$ cat config.mk
export PLATFORM = sky130hd
export DESIGN_NAME = acu_capture
export DESIGN_NICKNAME = d
export VERILOG_FILES = /design/src/design/acu_pkg.sv /design/src/design/acu_capture.sv
export SDC_FILE = /design/constraint.sdc
export NUM_CORES = 1
export LEC_CHECK = 0
export ABC_CLOCK_PERIOD_IN_PS = 6000
export BUFFER_PORTS_ARGS = -buffer_cell sky130_fd_sc_hd__buf_2
export CAP_MARGIN = 20
export CORE_ASPECT_RATIO = 1.5
export CORE_UTILIZATION = 25
export DETAILED_ROUTE_END_ITERATION = 7
export SYNTH_ARGS = -nofsm -noshare
export SYNTH_HDL_FRONTEND = slang
export SYNTH_SLANG_ARGS = --single-unit
$ cat constraint.sdc
create_clock -name clk_i -period 6 [get_ports clk_i]
set_input_delay 1.2 -clock clk_i [delete_from_list [all_inputs] [get_ports clk_i]]
set_output_delay 1.2 -clock clk_i [all_outputs]
set_load 0.01 [all_outputs]
$ cat src/design/acu_pkg.sv
package acu_pkg;
    // register byte offsets
    localparam logic [7:0] ACU_CTRL_ADR   = 8'h00;
    localparam logic [7:0] ACU_FRAME_ADR  = 8'h04;
    localparam logic [7:0] ACU_FIRST_BUFFER_BASE_ADR  = 8'h08;
    localparam logic [7:0] ACU_SECOND_BUFFER_BASE_ADR  = 8'h0C;
    localparam logic [7:0] ACU_COUNT_ADR  = 8'h10;
    localparam logic [7:0] ACU_STATUS_ADR = 8'h14;
    // control field positions
    localparam int ACU_CTL_EN    = 0;
    localparam int ACU_CTL_MODE  = 1;
    localparam int ACU_CTL_SIGN  = 3;
    localparam int ACU_CTL_LE    = 4;
    localparam int ACU_CTL_ORDER = 5;
    localparam int ACU_CTL_STOP  = 8;
    // frame field positions
    localparam int ACU_FRM_LEFT  = 0;
    localparam int ACU_FRM_RIGHT = 16;
    // reset values
    localparam logic [31:0] ACU_CTRL_RST  = 32'h0000_0000;
    localparam logic [31:0] ACU_FRAME_RST = 32'h0000_0000;
    localparam logic [31:0] ACU_BASE_RST  = 32'h0000_0000;
    localparam logic [31:0] ACU_COUNT_RST = 32'h0000_0000;
    localparam logic [5:0]  ACU_ALIGN_ZERO = 6'h00;
    // capture formats
    localparam logic [1:0] ACU_FMT_MONO8    = 2'h0;
    localparam logic [1:0] ACU_FMT_STEREO8  = 2'h1;
    localparam logic [1:0] ACU_FMT_MONO16   = 2'h2;
    localparam logic [1:0] ACU_FMT_STEREO16 = 2'h3;
    localparam int ACU_WORD_W = 16;
    typedef enum logic [1:0] {ACU_IDLE, ACU_LEFT, ACU_RIGHT, ACU_DONE} acu_wr_t;
endpackage : acu_pkg

$ cat src/design/acu_capture.sv
`timescale 1ns/1ns
`default_nettype none
// Operation
// msb-first: left start bit goes to bit 15, downward to stop index, rest cleared
// lsb-first: left start bit goes to stop index, upward to bit 15, low bits cleared
// right word built the same way from its own start position
// captured bits always left-adjusted in a 16-bit word
// samples written to memory autonomously, mono or stereo, 8 or 16 bits
// each sample stored at a higher address than the previous one
// byte order 0 big-endian (reset), 1 little-endian
// software gives both buffers 64-byte aligned bases; bases reset to zero
// switch buffer after programmed sample count; pair or mono value is one sample
// format 00 mono8, 01 stereo8, 10 mono16, 11 stereo16; reset 00
// 8-bit formats store only the eight top bits of each word
// 16-bit formats store the whole word
// sign conversion setting 1 inverts the stored msb
// no companded output; only linear data is stored
// host sets base and count before capture starts
// stereo stores left then right consecutively; mono stores left only
// start positions name the frame bit of each channel's first bit; reset zero
// bit order 0 msb-first (reset), 1 lsb-first
// stop index 0..15 marks where captured data ends or begins
// after reset the first sample goes to buffer one, marked current
module acu_capture #(
    parameter int FRAME_W = 9
) (
    input  wire logic        clk_i,
    input  wire logic        rst_i,
    // wishbone slave
    input  wire logic        cyc_i,
    input  wire logic        stb_i,
    input  wire logic        we_i,
    input  wire logic [7:0]  adr_i,
    input  wire logic [3:0]  sel_i,
    input  wire logic [31:0] dat_i,
    output logic      [31:0] dat_o,
    output logic             ack_o,
    // serial link from converter
    input  wire logic        sck_i,
    input  wire logic        ws_i,
    input  wire logic        sd_i,
    // memory write port
    output logic             mem_we_o,
    output logic      [31:0] mem_adr_o,
    output logic      [15:0] mem_dat_o,
    output logic      [1:0]  mem_be_o,
    input  wire logic        mem_rdy_i
);
    import acu_pkg::*;

    // start fields must fit below the right field's position
    if (FRAME_W < 6 || FRAME_W > 12) begin : g_frame_w_check
        $error("FRAME_W out of range");
    end

    // ----------------------------------------
    // registers
    // ----------------------------------------
    logic [31:0] ctrl_r;
    logic [31:0] frame_r;
    logic [31:0] first_buffer_base_r;
    logic [31:0] second_buffer_base_r;
    logic [31:0] count_r;
    logic [31:0] wr_mask;
    logic [31:0] ctrl_nxt;
    logic [31:0] frame_nxt;
    logic [31:0] first_buffer_base_mrg;
    logic [31:0] second_buffer_base_mrg;
    logic [31:0] first_buffer_base_nxt;
    logic [31:0] second_buffer_base_nxt;
    logic [31:0] count_nxt;
    logic        wb_req;
    logic        wb_wr;

    // registered ack: a request is taken once, then masked by its own ack
    assign wb_req  = cyc_i && stb_i && !ack_o;
    assign wb_wr   = wb_req && we_i;
    assign wr_mask = {{8{sel_i[3]}}, {8{sel_i[2]}}, {8{sel_i[1]}}, {8{sel_i[0]}}};

    function automatic logic [31:0] acu_merge(input logic [31:0] old, input logic [31:0] d,
                                              input logic [31:0] m);
        acu_merge = (old & ~m) | (d & m);
    endfunction : acu_merge

    assign ctrl_nxt  = acu_merge(ctrl_r, dat_i, wr_mask);
    assign frame_nxt = acu_merge(frame_r, dat_i, wr_mask);
    assign first_buffer_base_mrg = acu_merge(first_buffer_base_r, dat_i, wr_mask);
    assign second_buffer_base_mrg = acu_merge(second_buffer_base_r, dat_i, wr_mask);
    // low six bits forced to zero: 64-byte alignment    //
    assign first_buffer_base_nxt = {first_buffer_base_mrg[31:6], ACU_ALIGN_ZERO};
    assign second_buffer_base_nxt = {second_buffer_base_mrg[31:6], ACU_ALIGN_ZERO};
    assign count_nxt = acu_merge(count_r, dat_i, wr_mask);

    always_ff @(posedge clk_i) begin
        if (rst_i) begin
            ctrl_r  <= ACU_CTRL_RST;                       // see R10 see R13
            frame_r <= ACU_FRAME_RST;
            first_buffer_base_r <= ACU_BASE_RST;
            second_buffer_base_r <= ACU_BASE_RST;
            count_r <= ACU_COUNT_RST;
        end else if (wb_wr) begin
            if (adr_i == ACU_CTRL_ADR)  ctrl_r  <= ctrl_nxt;
            if (adr_i == ACU_FRAME_ADR) frame_r <= frame_nxt;
            if (adr_i == ACU_FIRST_BUFFER_BASE_ADR) first_buffer_base_r <= first_buffer_base_nxt;
            if (adr_i == ACU_SECOND_BUFFER_BASE_ADR) second_buffer_base_r <= second_buffer_base_nxt;
            if (adr_i == ACU_COUNT_ADR) count_r <= count_nxt;
        end
    end

    wire         cap_en    = ctrl_r[ACU_CTL_EN];
    wire  [1:0]  fmt       = ctrl_r[ACU_CTL_MODE +: 2];
    wire         sign_cv   = ctrl_r[ACU_CTL_SIGN];
    wire         little_en = ctrl_r[ACU_CTL_LE];
    wire         lsb_first = ctrl_r[ACU_CTL_ORDER];
    wire  [3:0]  stop_idx  = ctrl_r[ACU_CTL_STOP +: 4];
    wire  [FRAME_W-1:0] left_pos  = frame_r[ACU_FRM_LEFT +: FRAME_W];
    wire  [FRAME_W-1:0] right_pos = frame_r[ACU_FRM_RIGHT +: FRAME_W];
    wire         stereo    = fmt[0];
    wire         wide      = fmt[1];

    // ----------------------------------------
    // serial input sampling
    // ----------------------------------------
    // sck is slow against clk_i, so edges are found by oversampling
    logic [1:0] sck_s_r;
    logic [1:0] ws_s_r;
    logic [1:0] sd_s_r;
    logic       sck_d_r;
    logic       ws_d_r;
    wire        sck_rise;
    wire        frame_start;
    always_ff @(posedge clk_i) begin
        if (rst_i) begin
            sck_s_r <= 2'h0;
            ws_s_r  <= 2'h0;
            sd_s_r  <= 2'h0;
            sck_d_r <= 1'h0;
            // ws idles high between frames; a low reset value would hide the first frame
            ws_d_r  <= 1'h1;
        end else begin
            sck_s_r <= {sck_s_r[0], sck_i};
            ws_s_r  <= {ws_s_r[0], ws_i};
            sd_s_r  <= {sd_s_r[0], sd_i};
            sck_d_r <= sck_s_r[1];
            if (sck_rise) ws_d_r <= ws_s_r[1];
        end
    end
    assign sck_rise    = sck_s_r[1] && !sck_d_r;
    // frame opens on falling ws seen at an sck rise; next edge is bit 0
    assign frame_start = sck_rise && ws_d_r && !ws_s_r[1];

    // ----------------------------------------
    // serial-to-parallel assembly
    // ----------------------------------------
    logic [FRAME_W-1:0] bitpos_r;
    logic               in_frame_r;
    logic [15:0]        left_r;
    logic [15:0]        right_r;
    logic               word_rdy_r;
    logic [15:0]        left_hold_r;
    logic [15:0]        right_hold_r;

    // number of bits to capture: 16 - stop index
    wire  [4:0] nbits = 5'h10 - {1'h0, stop_idx};
    wire        l_act = in_frame_r && (bitpos_r >= left_pos) &&
                        (bitpos_r - left_pos < FRAME_W'(nbits));
    wire        r_act = in_frame_r && (bitpos_r >= right_pos) &&
                        (bitpos_r - right_pos < FRAME_W'(nbits));
    wire  [3:0] l_idx = 4'(bitpos_r - left_pos);
    wire  [3:0] r_idx = 4'(bitpos_r - right_pos);
    // msb-first fills 15 downward, lsb-first fills stop index upward
    wire  [3:0] l_bit = lsb_first ? 4'(stop_idx + l_idx) : 4'(4'hF - l_idx);  // see R1
    wire  [3:0] r_bit = lsb_first ? 4'(stop_idx + r_idx) : 4'(4'hF - r_idx);
    wire        bit_edge = sck_rise && !frame_start;
    wire  [FRAME_W-1:0] pos_max = '1;

    always_ff @(posedge clk_i) begin
        if (rst_i) begin
            bitpos_r   <= '0;
            in_frame_r <= 1'h0;
            left_r     <= 16'h0000;
            right_r    <= 16'h0000;
            word_rdy_r <= 1'h0;
            left_hold_r  <= 16'h0000;
            right_hold_r <= 16'h0000;
        end else begin
            word_rdy_r <= 1'h0;
            if (frame_start) begin
                // finished frame hands over its words, bits below stop stay zero
                if (in_frame_r) begin
                    left_hold_r  <= left_r;
                    right_hold_r <= right_r;
                    word_rdy_r   <= cap_en;
                end
                in_frame_r <= 1'h1;
                bitpos_r   <= '0;
                left_r     <= 16'h0000;                                   // see R1
                right_r    <= 16'h0000;
            end else if (bit_edge && in_frame_r) begin
                if (l_act) left_r[l_bit]  <= sd_s_r[1];
                if (r_act) right_r[r_bit] <= sd_s_r[1];
                if (bitpos_r != pos_max) bitpos_r <= bitpos_r + 1'b1;
            end
        end
    end

    // ----------------------------------------
    // memory packing
    // ----------------------------------------
    // a stalled write holds every field; nothing is buffered behind it
    acu_wr_t     st_r;
    logic        buf1_cur_r;
    logic [31:0] offs_r;
    logic [31:0] smp_cnt_r;
    logic [15:0] cur_word;
    logic [15:0] conv;
    logic [15:0] data16;
    logic        odd;

    assign cur_word = (st_r == ACU_RIGHT) ? right_hold_r : left_hold_r;
    // no companding path; linear data only                                //
    assign conv     = {cur_word[15] ^ sign_cv, cur_word[14:0]};
    assign odd      = offs_r[0];
    // narrow words keep the top byte, placed in the lane of its address
    assign data16   = wide ? (little_en ? {conv[7:0], conv[15:8]} : conv)  // see R12
                           : {conv[15:8], conv[15:8]};
    wire   [1:0] be8 = (odd ^ little_en) ? 2'h1 : 2'h2;
    wire  [31:0] base = buf1_cur_r ? first_buffer_base_r : second_buffer_base_r;
    wire  [31:0] step = wide ? 32'h2 : 32'h1;
    wire  [31:0] wr_adr = base + offs_r;
    wire  [31:0] offs_step = offs_r + step;
    wire   [1:0] be_sel = wide ? 2'h3 : be8;
    // count 0 acts as 1: every sample switches buffers
    wire         last_smp = (smp_cnt_r + 32'h1) >= count_r;

    always_ff @(posedge clk_i) begin
        if (rst_i) begin
            st_r       <= ACU_IDLE;
            buf1_cur_r <= 1'h1;
            offs_r     <= 32'h0;
            smp_cnt_r  <= 32'h0;
            mem_we_o   <= 1'h0;
            mem_adr_o  <= 32'h0;
            mem_dat_o  <= 16'h0000;
            mem_be_o   <= 2'h0;
        end else begin
            case (st_r)
                ACU_IDLE: begin
                    if (word_rdy_r) st_r <= ACU_LEFT;
                end
                ACU_LEFT, ACU_RIGHT: begin
                    if (!mem_we_o) begin
                        mem_we_o  <= 1'h1;
                        mem_adr_o <= wr_adr;
                        mem_dat_o <= data16;
                        mem_be_o  <= be_sel;
                    end else if (mem_rdy_i) begin
                        mem_we_o <= 1'h0;
                        offs_r   <= offs_step;
                        if (st_r == ACU_LEFT && stereo) st_r <= ACU_RIGHT; // see R16
                        else st_r <= ACU_DONE;
                    end
                end
                ACU_DONE: begin
                    st_r <= ACU_IDLE;
                    if (last_smp) begin
                        buf1_cur_r <= !buf1_cur_r;
                        smp_cnt_r  <= 32'h0;
                        offs_r     <= 32'h0;
                    end else begin
                        smp_cnt_r <= smp_cnt_r + 32'h1;
                    end
                end
                default: st_r <= ACU_IDLE;
            endcase
        end
    end

    // ----------------------------------------
    // bus answer
    // ----------------------------------------
    wire [31:0] status = {29'h0, st_r != ACU_IDLE, in_frame_r, buf1_cur_r};
    logic [31:0] rd_mux;
    always_comb begin
        case (adr_i)
            ACU_CTRL_ADR:   rd_mux = ctrl_r;
            ACU_FRAME_ADR:  rd_mux = frame_r;
            ACU_FIRST_BUFFER_BASE_ADR:  rd_mux = first_buffer_base_r;
            ACU_SECOND_BUFFER_BASE_ADR:  rd_mux = second_buffer_base_r;
            ACU_COUNT_ADR:  rd_mux = count_r;
            ACU_STATUS_ADR: rd_mux = status;
            default:        rd_mux = 32'h0;
        endcase
    end

    always_ff @(posedge clk_i) begin
        if (rst_i) begin
            ack_o <= 1'h0;
            dat_o <= 32'h0;
        end else begin
            ack_o <= wb_req;
            dat_o <= wb_req ? rd_mux : 32'h0;
        end
    end
endmodule : acu_capture
`default_nettype wire

Word-level counts from Yosys, hierarchy flattened
Cells that the tools add are included.
Widths: inputs -> output; s select.
{ "totals": {"regBits": 382, "latch_bits": 0, "mem_bits_rw": 0, "romBits": 0, "inputBits": 53, "out_inout_bits": 84, "wordCells": 147, "memories": 0} }
{ "op_classes": {"add_sub_neg": 11, "multipliers": 0, "div_mod_pow": 0, "n_lt_le_gt_ge": 9, "n_eq_ne": 13, "shift": 0, "muxes": 28, "n_bitwise": 18, "n_reduce_logical": 41} }
{ "ops": {"columns": ["cell", "n"], "rows": [
  ["$and 32x32->32", 6],
  ["$pmux 32 s6", 1],
  ["$mux 32", 5],
  ["$or 32x32->32", 5],
  ["$pmux 32 s2", 1],
  ["$mux 16", 3],
  ["$add 32x1->32 const B", 1],
  ["$add 32x2->32", 1],
  ["$add 32x32->32", 1],
  ["$bwmux 16", 2],
  ["$ge 32x32->1", 1],
  ["$not 32->32", 1],
  ["$reduce_and 2->1", 11],
  ["$ge 9x9->1", 2],
  ["$lt 9x5->1", 2],
  ["$sub 9x9->9", 2],
  ["$eq 8x4->1 const B", 2],
  ["$eq 8x5->1 const B", 2],
  ["$logic_and 1x1->1", 15],
  ["$mux 2", 6],
  ["$lt 4x5->1 const B", 2],
  ["$add 9x1->9 const B", 1],
  ["$ne 9x9->1 const B", 1],
  ["$add 4x4->4", 2],
  ["21 further kinds", 44]
]} }

Logic depth before layout (Yosys ltp)
Gate-level depths: netlist of run 1.
{ "depth": {"word_depth": 8, "ltp_mapped": 21, "depth_no_buf": 18} }

Least setup slack after synthesis of run 1
OpenSTA, ideal clock, no wires.
{ "synth_path": {"path_kind": "register -> register", "from": "register smp_cnt_r[0]", "to": "register offs_r[10]", "setup_time_ns": 0.132, "arrival_time_ns": 3.503, "required_ns": 5.868, "slack_ns": 2.365, "stages_incl_launch_ff": 20, "path_buffers": 2, "period_less_slack_ns": 3.635, "path_cell_list": "dfxtp_1 ha_1 and3_1 nand3_1 nor2_1 nand2_1 nor2_1 nand3_1 xnor2_1 ha_1 a21o_1 a21o_1 a21oi_1 a2111o_1 o211a_1 buf_6 or2_1 buf_4 o21ai_0 a21oi_1"} }
{ "synth_between": {"elab_chain_len": 4} }
{ "synth_rtl": {"columns": ["element", "line", "rtl"], "rows": [
  ["from (decl)", "acu_capture.sv:214", "logic [31:0] smp_cnt_r;"],
  ["from (signal assigned)", "acu_capture.sv:271", "smp_cnt_r <= smp_cnt_r + 32'h1;"],
  ["$add 32x1->32", "acu_capture.sv:234", "wire last_smp = (smp_cnt_r + 32'h1) >= count_r;"],
  ["$ge 32x32->1", "acu_capture.sv:234", null],
  ["$ne 2x2->1 (no line)", null, null],
  ["$reduce_and 4->1 (no line)", null, null],
  ["to (signal assigned)", "acu_capture.sv:259", "offs_r <= offs_step;"],
  ["to (decl)", "acu_capture.sv:213", "logic [31:0] offs_r;"]
]} }
Every way passes these cells.
A chain may end at the register's enable or synchronous reset.

Worst setup path in the final report of run 1
{ "layout_path": {"from": "register smp_cnt_r[0]", "to": "register offs_r[7]"} }
Same word-level chain as after synthesis.

==> results.ini, run 1 <==
[run_status]
outcome=complete, but fails checks
violations=DRC

[yosys]
synth_nets=2583
synthTopCellsByArea=dfxtp_1, a21oi_1, nand2_1, mux2i_1, ha_1
yosysWarnings=0
synth_common_cells=dfxtp_1, nand2_1, a21oi_1
synth-edff-count=0
ys_types=82
yosysSeqAreaShare_pct=38.10
synth.most_common_cell=dfxtp_1
synth_seq_cells=382
dominantRegCellSynth=dfxtp_1
synth-async-reset-ratio_pct=0
synth_area_per_cell_sq_um=8.283
synthCells=2423
yosysTopAreaCellShare_pct=38.10
synth_top_cell_by_area=dfxtp_1
netlist_area_sq_um=20070

[clock_tree]
htreeDepth=2
clk_latency_ns=0.59
cts_setup_buffers=0
cts_hold_buf=0
cts_max_path_buffers=3
path_clk_slew_ns=0.06
clock-root-buffer=clkbuf_16
cts_buffers=43
cts_sinks=382
cts_tree=yes
cts_resized=0

[power]
vdd_drop_max_mv=0.1624
power_mw=6.160
power_leakage_nw=8.766
power_density_nw_per_um2=264.9

[sta]
tightest_slew_ns=1.057
slew_headroom_pct=29.51
holdWs_ns=0.4370
fmax_ghz=0.2078
rsz0062_at_grt=no
finalSetupViolCount=0
period_needed_ns=4.812
hold_viol=0
layout_worst_path_cycle_share_pct=80.19
slew_violations=0
finClkSkew_ns=0.02216
timing.final.ws_setup_ns=1.188
tns_ns=0

[route]
first_pass_iters=8
drt-vias-per-instance=4.923
vias=17495
postRouteAntennaNets=0
drt-initial-drc-count=1312
drc=44
drt_wl_total_microns=62760
wl_per_cell_microns=17.66

[placed_design]
hpwlAfterDp_microns=45530
routabilityCongestion=0.8499
dp_cells=3470
io_buffers=136
dp_slack_ns=1.203
dpl_cell_area_sq_um=21690

[grt]
grt_use_total_pct=15.17
grt-ovfl-total=0
grt_pass1_vias=16654
grt_max_degree=181
grt_pass1_wl_microns=96870
grt_antenna_before_repair=6

[setup_path]
r2r_end=offs_r[7]
worstSetupPathType=reg -> reg
crit_required_ns=6.43
reg2reg_slack_ns=1.19
critPathCaptureType=flop
crit_start=smp_cnt_r[0]
timing.rr.start=smp_cnt_r[0]
path_max_fanout=11
reg2regPathDepth=17
arrival_ns=5.24
startpoint_type=flop

[layout]
fin_nets=2652
fillers=8510
final_cells=3554
drive_gt1_share_pct=12.79
final_util_pct=29.38
area_delta_synth_final_pct=15.87
design_area_sq_um=23250

[floorplanning]
core_area_sq_um=79140
die_h_microns=349.0
rows=126
die_w_microns=233.3
io_pins=137
start_util_pct=25.36
die_area_sq_um=81440

[hold_path]
min_from=sd_s_r[0]
hold_path_class=reg -> reg
hold_path_depth=1
hold_path_end=sd_s_r[1]

[job]
max_cap_violations=0

power breakdown:
group	switching (mW)	internal (mW)
combinational	0.528	0.170
clock	1.17	1.70
sequential	0.0302	2.57
total	1.73	4.43
metal layers:
metal / part of all wire [%] / track usage [%] / up-vias
li1: - / - / 8619
met1: 43 / 19.13 / 8339
met2: 49 / 26.03 / 434
met3: 5.1 / 2.146 / 101
met4: 3.2 / 5.335 / 2
met5: 0.019 / 0 / -
worst max-delay path by stage:
stage                 end  slack (ns)  cells past startpoint
3_3_place_gp   offs_r[28]        1.28                     17
4_1_cts         offs_r[7]        1.18                     17
3_5_place_dp   offs_r[24]        1.20                     17
5_1_grt         offs_r[7]        0.69                     17
2_1_floorplan  offs_r[10]        2.36                     19
6_report        offs_r[7]        1.19                     17
logic make-up after synthesis:
logic type	count (synthesis)	synth area share (%)
muxes	177	9.863
DFF	382	38.10
buffers and inverters	223	4.532
adders and majority gates	107	6.895
AOI/OAI and AO/OA	498	14.96
xor gates and xnor gates	78	3.404
and+or+nand+nor	958	22.24
layout by cell type, fill, tap and decap left out, types with 52 or more instances in the layout:
cell     instances
ha_1           101
nand4_1         52
nor2_1         200
inv_1           84
nand2_1        374
dfxtp_1        382
buf_2          134
nand3_1        157
a21oi_1        284
mux2i_1        137
layout make-up:
class / instances / area, sq um / share of cell area (%)
inverters: 84 / 315.3 / 1.356
diodes: 4 / 10.01 / 0.04305
flip-flops and latches: 382 / 7647 / 32.89
multi-input cells: 1818 / 11550 / 49.66
clock inverters: 25 / 315.3 / 1.356
well taps: 1024 / 1281 / 5.510
repair buffers: 163 / 928.4 / 3.992
clock buffers: 54 / 1209 / 5.198
critical path: stages (launching register included):
cell      delay [ns]
dfxtp_1         0.44
ha_1            0.23
and3_1          0.19
nand3_1         0.17
nor2_1          0.48
nand2_1         0.21
nor2_1          0.17
nand3_1         0.11
xnor2_1         0.22
ha_1            0.18
a21o_1          0.10
a21o_1          0.10
a21oi_1         0.08
a2111o_1        0.40
o21ai_1         0.52
nand2_1         0.23
o21ai_1         0.73
nor2_1          0.11
Note: power is estimated with default switching activity, not from simulation.
==> run 2, diff against run 1 <==
--- a/config.mk
+++ b/config.mk
@@ -5,7 +5,8 @@
 export SDC_FILE = /design/constraint.sdc
 export NUM_CORES = 1
 export LEC_CHECK = 0
-export ABC_CLOCK_PERIOD_IN_PS = 6000
+export ABC_AREA = 1
+export ABC_CLOCK_PERIOD_IN_PS = 5000
 export BUFFER_PORTS_ARGS = -buffer_cell sky130_fd_sc_hd__buf_2
 export CAP_MARGIN = 20
 export CORE_ASPECT_RATIO = 1.5
==> constraint.sdc (replaced) <==
create_clock -name clk_i -period 5 [get_ports clk_i]
set_input_delay 1 -clock clk_i [delete_from_list [all_inputs] [get_ports clk_i]]
set_output_delay 1 -clock clk_i [all_outputs]
set_load 0.01 [all_outputs]
==> run 2 against run 1 <==
  * The flow now finishes without violations
  * Via count grew 13%
  * Register-to-register slack worse by 0.08 ns
  * Clock skew rose by 0.012 ns
  * First-iteration DRC count grew 8.5%
  * Setup slack worse by 0.083 ns
  * Clock power grew 16%
  * Final cell count up 15%
  * Critical endpoint is now smp_cnt_r[29]
==> results.ini, run 2 <==
[grt]
grt_use_total_pct=16.85  ; +1.7 points
grt-ovfl-total=0  ; unchanged
grt_pass1_wl_microns=108900  ; +12%
grt_antenna_before_repair=13  ; +7
grt_max_degree=129  ; -29%
grt_pass1_vias=18718  ; +12%

[route]
routedLengthMet1_microns=28570  ; +5.4%
first_pass_iters=5  ; -3
wl_per_cell_microns=17.49  ; -0.94%
top_layer_used=met5
postRouteAntennaNets=0  ; unchanged
drt-initial-drc-count=1423  ; +8.5%
drt_wl_total_microns=71250  ; +14%
drc=0  ; -100%
met3WireLength_microns=3715  ; +17%
drt-vias-per-instance=4.844  ; -1.6%
vias=19728  ; +13%
wl_met2_microns=35420  ; +16%

[clock_tree]
path_clk_slew_ns=0.06  ; about the same
cts_tree=yes
clk_latency_ns=0.60  ; about the same
cts_buffers=43  ; unchanged
cts_setup_buffers=0  ; unchanged
cts_resized=0  ; unchanged
htreeDepth=2  ; unchanged
cts_sinks=382  ; unchanged
clock-root-buffer=clkbuf_16
cts_hold_buf=0  ; unchanged
cts_max_path_buffers=3  ; unchanged

[sta]
fmax_ghz=0.2568  ; +24%
finClkSkew_ns=0.03449  ; +0.01234 ns
finalSetupViolCount=0  ; unchanged
period_needed_ns=3.895  ; -0.9168 ns
rsz0062_at_grt=no
hold_viol=0  ; unchanged
tns_ns=0  ; unchanged
slew_headroom_pct=19.63  ; -9.9 points
holdWs_ns=0.4009  ; -0.03606 ns
tightest_slew_ns=1.195  ; +0.1373 ns
slew_violations=0  ; unchanged
layout_worst_path_cycle_share_pct=77.89  ; -2.3 points

[layout]
final_cells=4073  ; +15%
drive_gt1_share_pct=9.934  ; -2.9 points
final_cell_mix=nand2_1, a21oi_1, inv_1, dfxtp_1, o21ai_0
fin_nets=3159  ; +19%
area_delta_synth_final_pct=15.82  ; about the same
final_common_cell=nand2_1

[job]
max_cap_violations=0  ; unchanged

[setup_path]
worstSetupPathType=reg -> reg
reg2regPathDepth=19  ; +2
crit_required_ns=5.50  ; -0.93 ns
arrival_ns=4.40  ; -0.84 ns
critPathCaptureType=flop
startpoint_type=flop
path_max_fanout=32  ; +21

[placed_design]
routabilityCongestion=0.9619  ; +13%
dp_cells=3993  ; +15%
io_buffers=136  ; unchanged
hpwlAfterDp_microns=53640  ; +18%

[power]
power_leakage_nw=9.526  ; +8.7%
power_density_nw_per_um2=357.0  ; +35%
vdd_drop_max_mv=0.3027  ; +86%

[yosys]
synth_top_cell_by_area=dfxtp_1
netlist_area_sq_um=20420  ; +1.7%
synth.most_common_cell=nand2_1
synth-edff-count=0  ; unchanged
synth_area_per_cell_sq_um=7.016  ; -15%
yosysTopAreaCellShare_pct=37.46  ; -0.65 points
synth_nets=3070  ; +19%
ys_types=53  ; -35%
synth_seq_cells=382  ; unchanged
synthTopCellsByArea=dfxtp_1, nand2_1, a21oi_1, o21ai_0, inv_1
yosysWarnings=0  ; unchanged
synth-async-reset-ratio_pct=0  ; unchanged
yosysSeqAreaShare_pct=37.46  ; -0.65 points
synth_common_cells=nand2_1, a21oi_1, dfxtp_1
synthCells=2910  ; +20%
dominantRegCellSynth=dfxtp_1

[floorplanning]
die_w_microns=235.3  ; +0.85%
start_util_pct=25.19  ; -0.16 points
rows=128  ; +1.6%
die_h_microns=352.0  ; +0.86%
die_area_sq_um=82840  ; +1.7%
core_area_sq_um=81040  ; +2.4%
io_pins=137  ; unchanged

[hold_path]
hold_path_class=reg -> reg
hold_path_depth=2  ; +1

[run_status]
outcome=finished clean

==> run 2: metrics by stage <==
stage / total power, mW / setup WS, ns / util, % / instance area (sq um)
2_1_floorplan: 4.490 / 2.090 / - / 20420
3_3_place_gp: 5.175 / 1.096 / 27.35 / 22160
3_5_place_dp: 5.185 / 1.067 / 27.35 / 22160
4_1_cts: 8.538 / 1.044 / 29.14 / 23610
5_1_grt: 8.874 / 0.5873 / 29.17 / 23640
6_report: 8.442 / 1.105 / 29.18 / 23650
==> run 2: critical path: stages (launching register included) <==
cell,delay [ns]
dfxtp_1,0.41
ha_1,0.23
nand3_2,0.15
inv_1,0.09
nand2_1,0.13
nor3_2,0.21
nor3b_2,0.27
nand2_1,0.09
xor2_1,0.20
ha_1,0.27
nand2_1,0.08
o21ai_0,0.09
nand2_1,0.07
nand3_1,0.11
a21oi_1,0.19
nand3_1,0.44
inv_1,0.16
buf_4,0.36
o21ai_1,0.13
a21oi_1,0.13
==> run 2: kinds of logic after synthesis <==
kind of cell    synth area share, %
xor+xnor                      2.770
simple gates                  22.22
fa+ha+maj                     6.778
compound gates                20.96
buf+inv                       9.811
flops                         37.46
==> run 2: path summary, 6_finish.rpt <==
kind	startpoint	to	slack (ns)
setup / recovery	smp_cnt_r[0]	smp_cnt_r[29]	1.11
hold / removal	sck_s_r[0]	sck_s_r[1]	0.40
hold reg to reg	sck_s_r[0]	sck_s_r[1]	0.40
setup reg to reg	smp_cnt_r[0]	smp_cnt_r[29]	1.11
==> run 2: area by class of cell <==
class / instances / area (sq um)
Inverter: 388 / 1461
Clock buffer: 53 / 1174
Timing Repair Buffer: 171 / 978.4
Clock inverter: 23 / 276.5
Tap cell: 1040 / 1301
Sequential cell: 382 / 7649
Fill cell: 8861 / 57390
Multi-Input combinational cell: 2013 / 10800
Antenna cell: 3 / 7.507
==> run 2: routing by layer <==
metal  track usage (%)  up-vias
li1                  -     9848
met1             19.03     9133
met2             30.38      562
met3             3.049      169
met4             7.987       16
met5                 0        -
==> run 2: power by group <==
part	total (mW)	switching, mW	leakage [nW]	internal, mW
clock	3.32	1.42	0.722	1.90
combinational	1.72	1.17	5.72	0.547
sequential	3.40	0.141	3.09	3.26
total	8.44	2.73	9.53	5.71
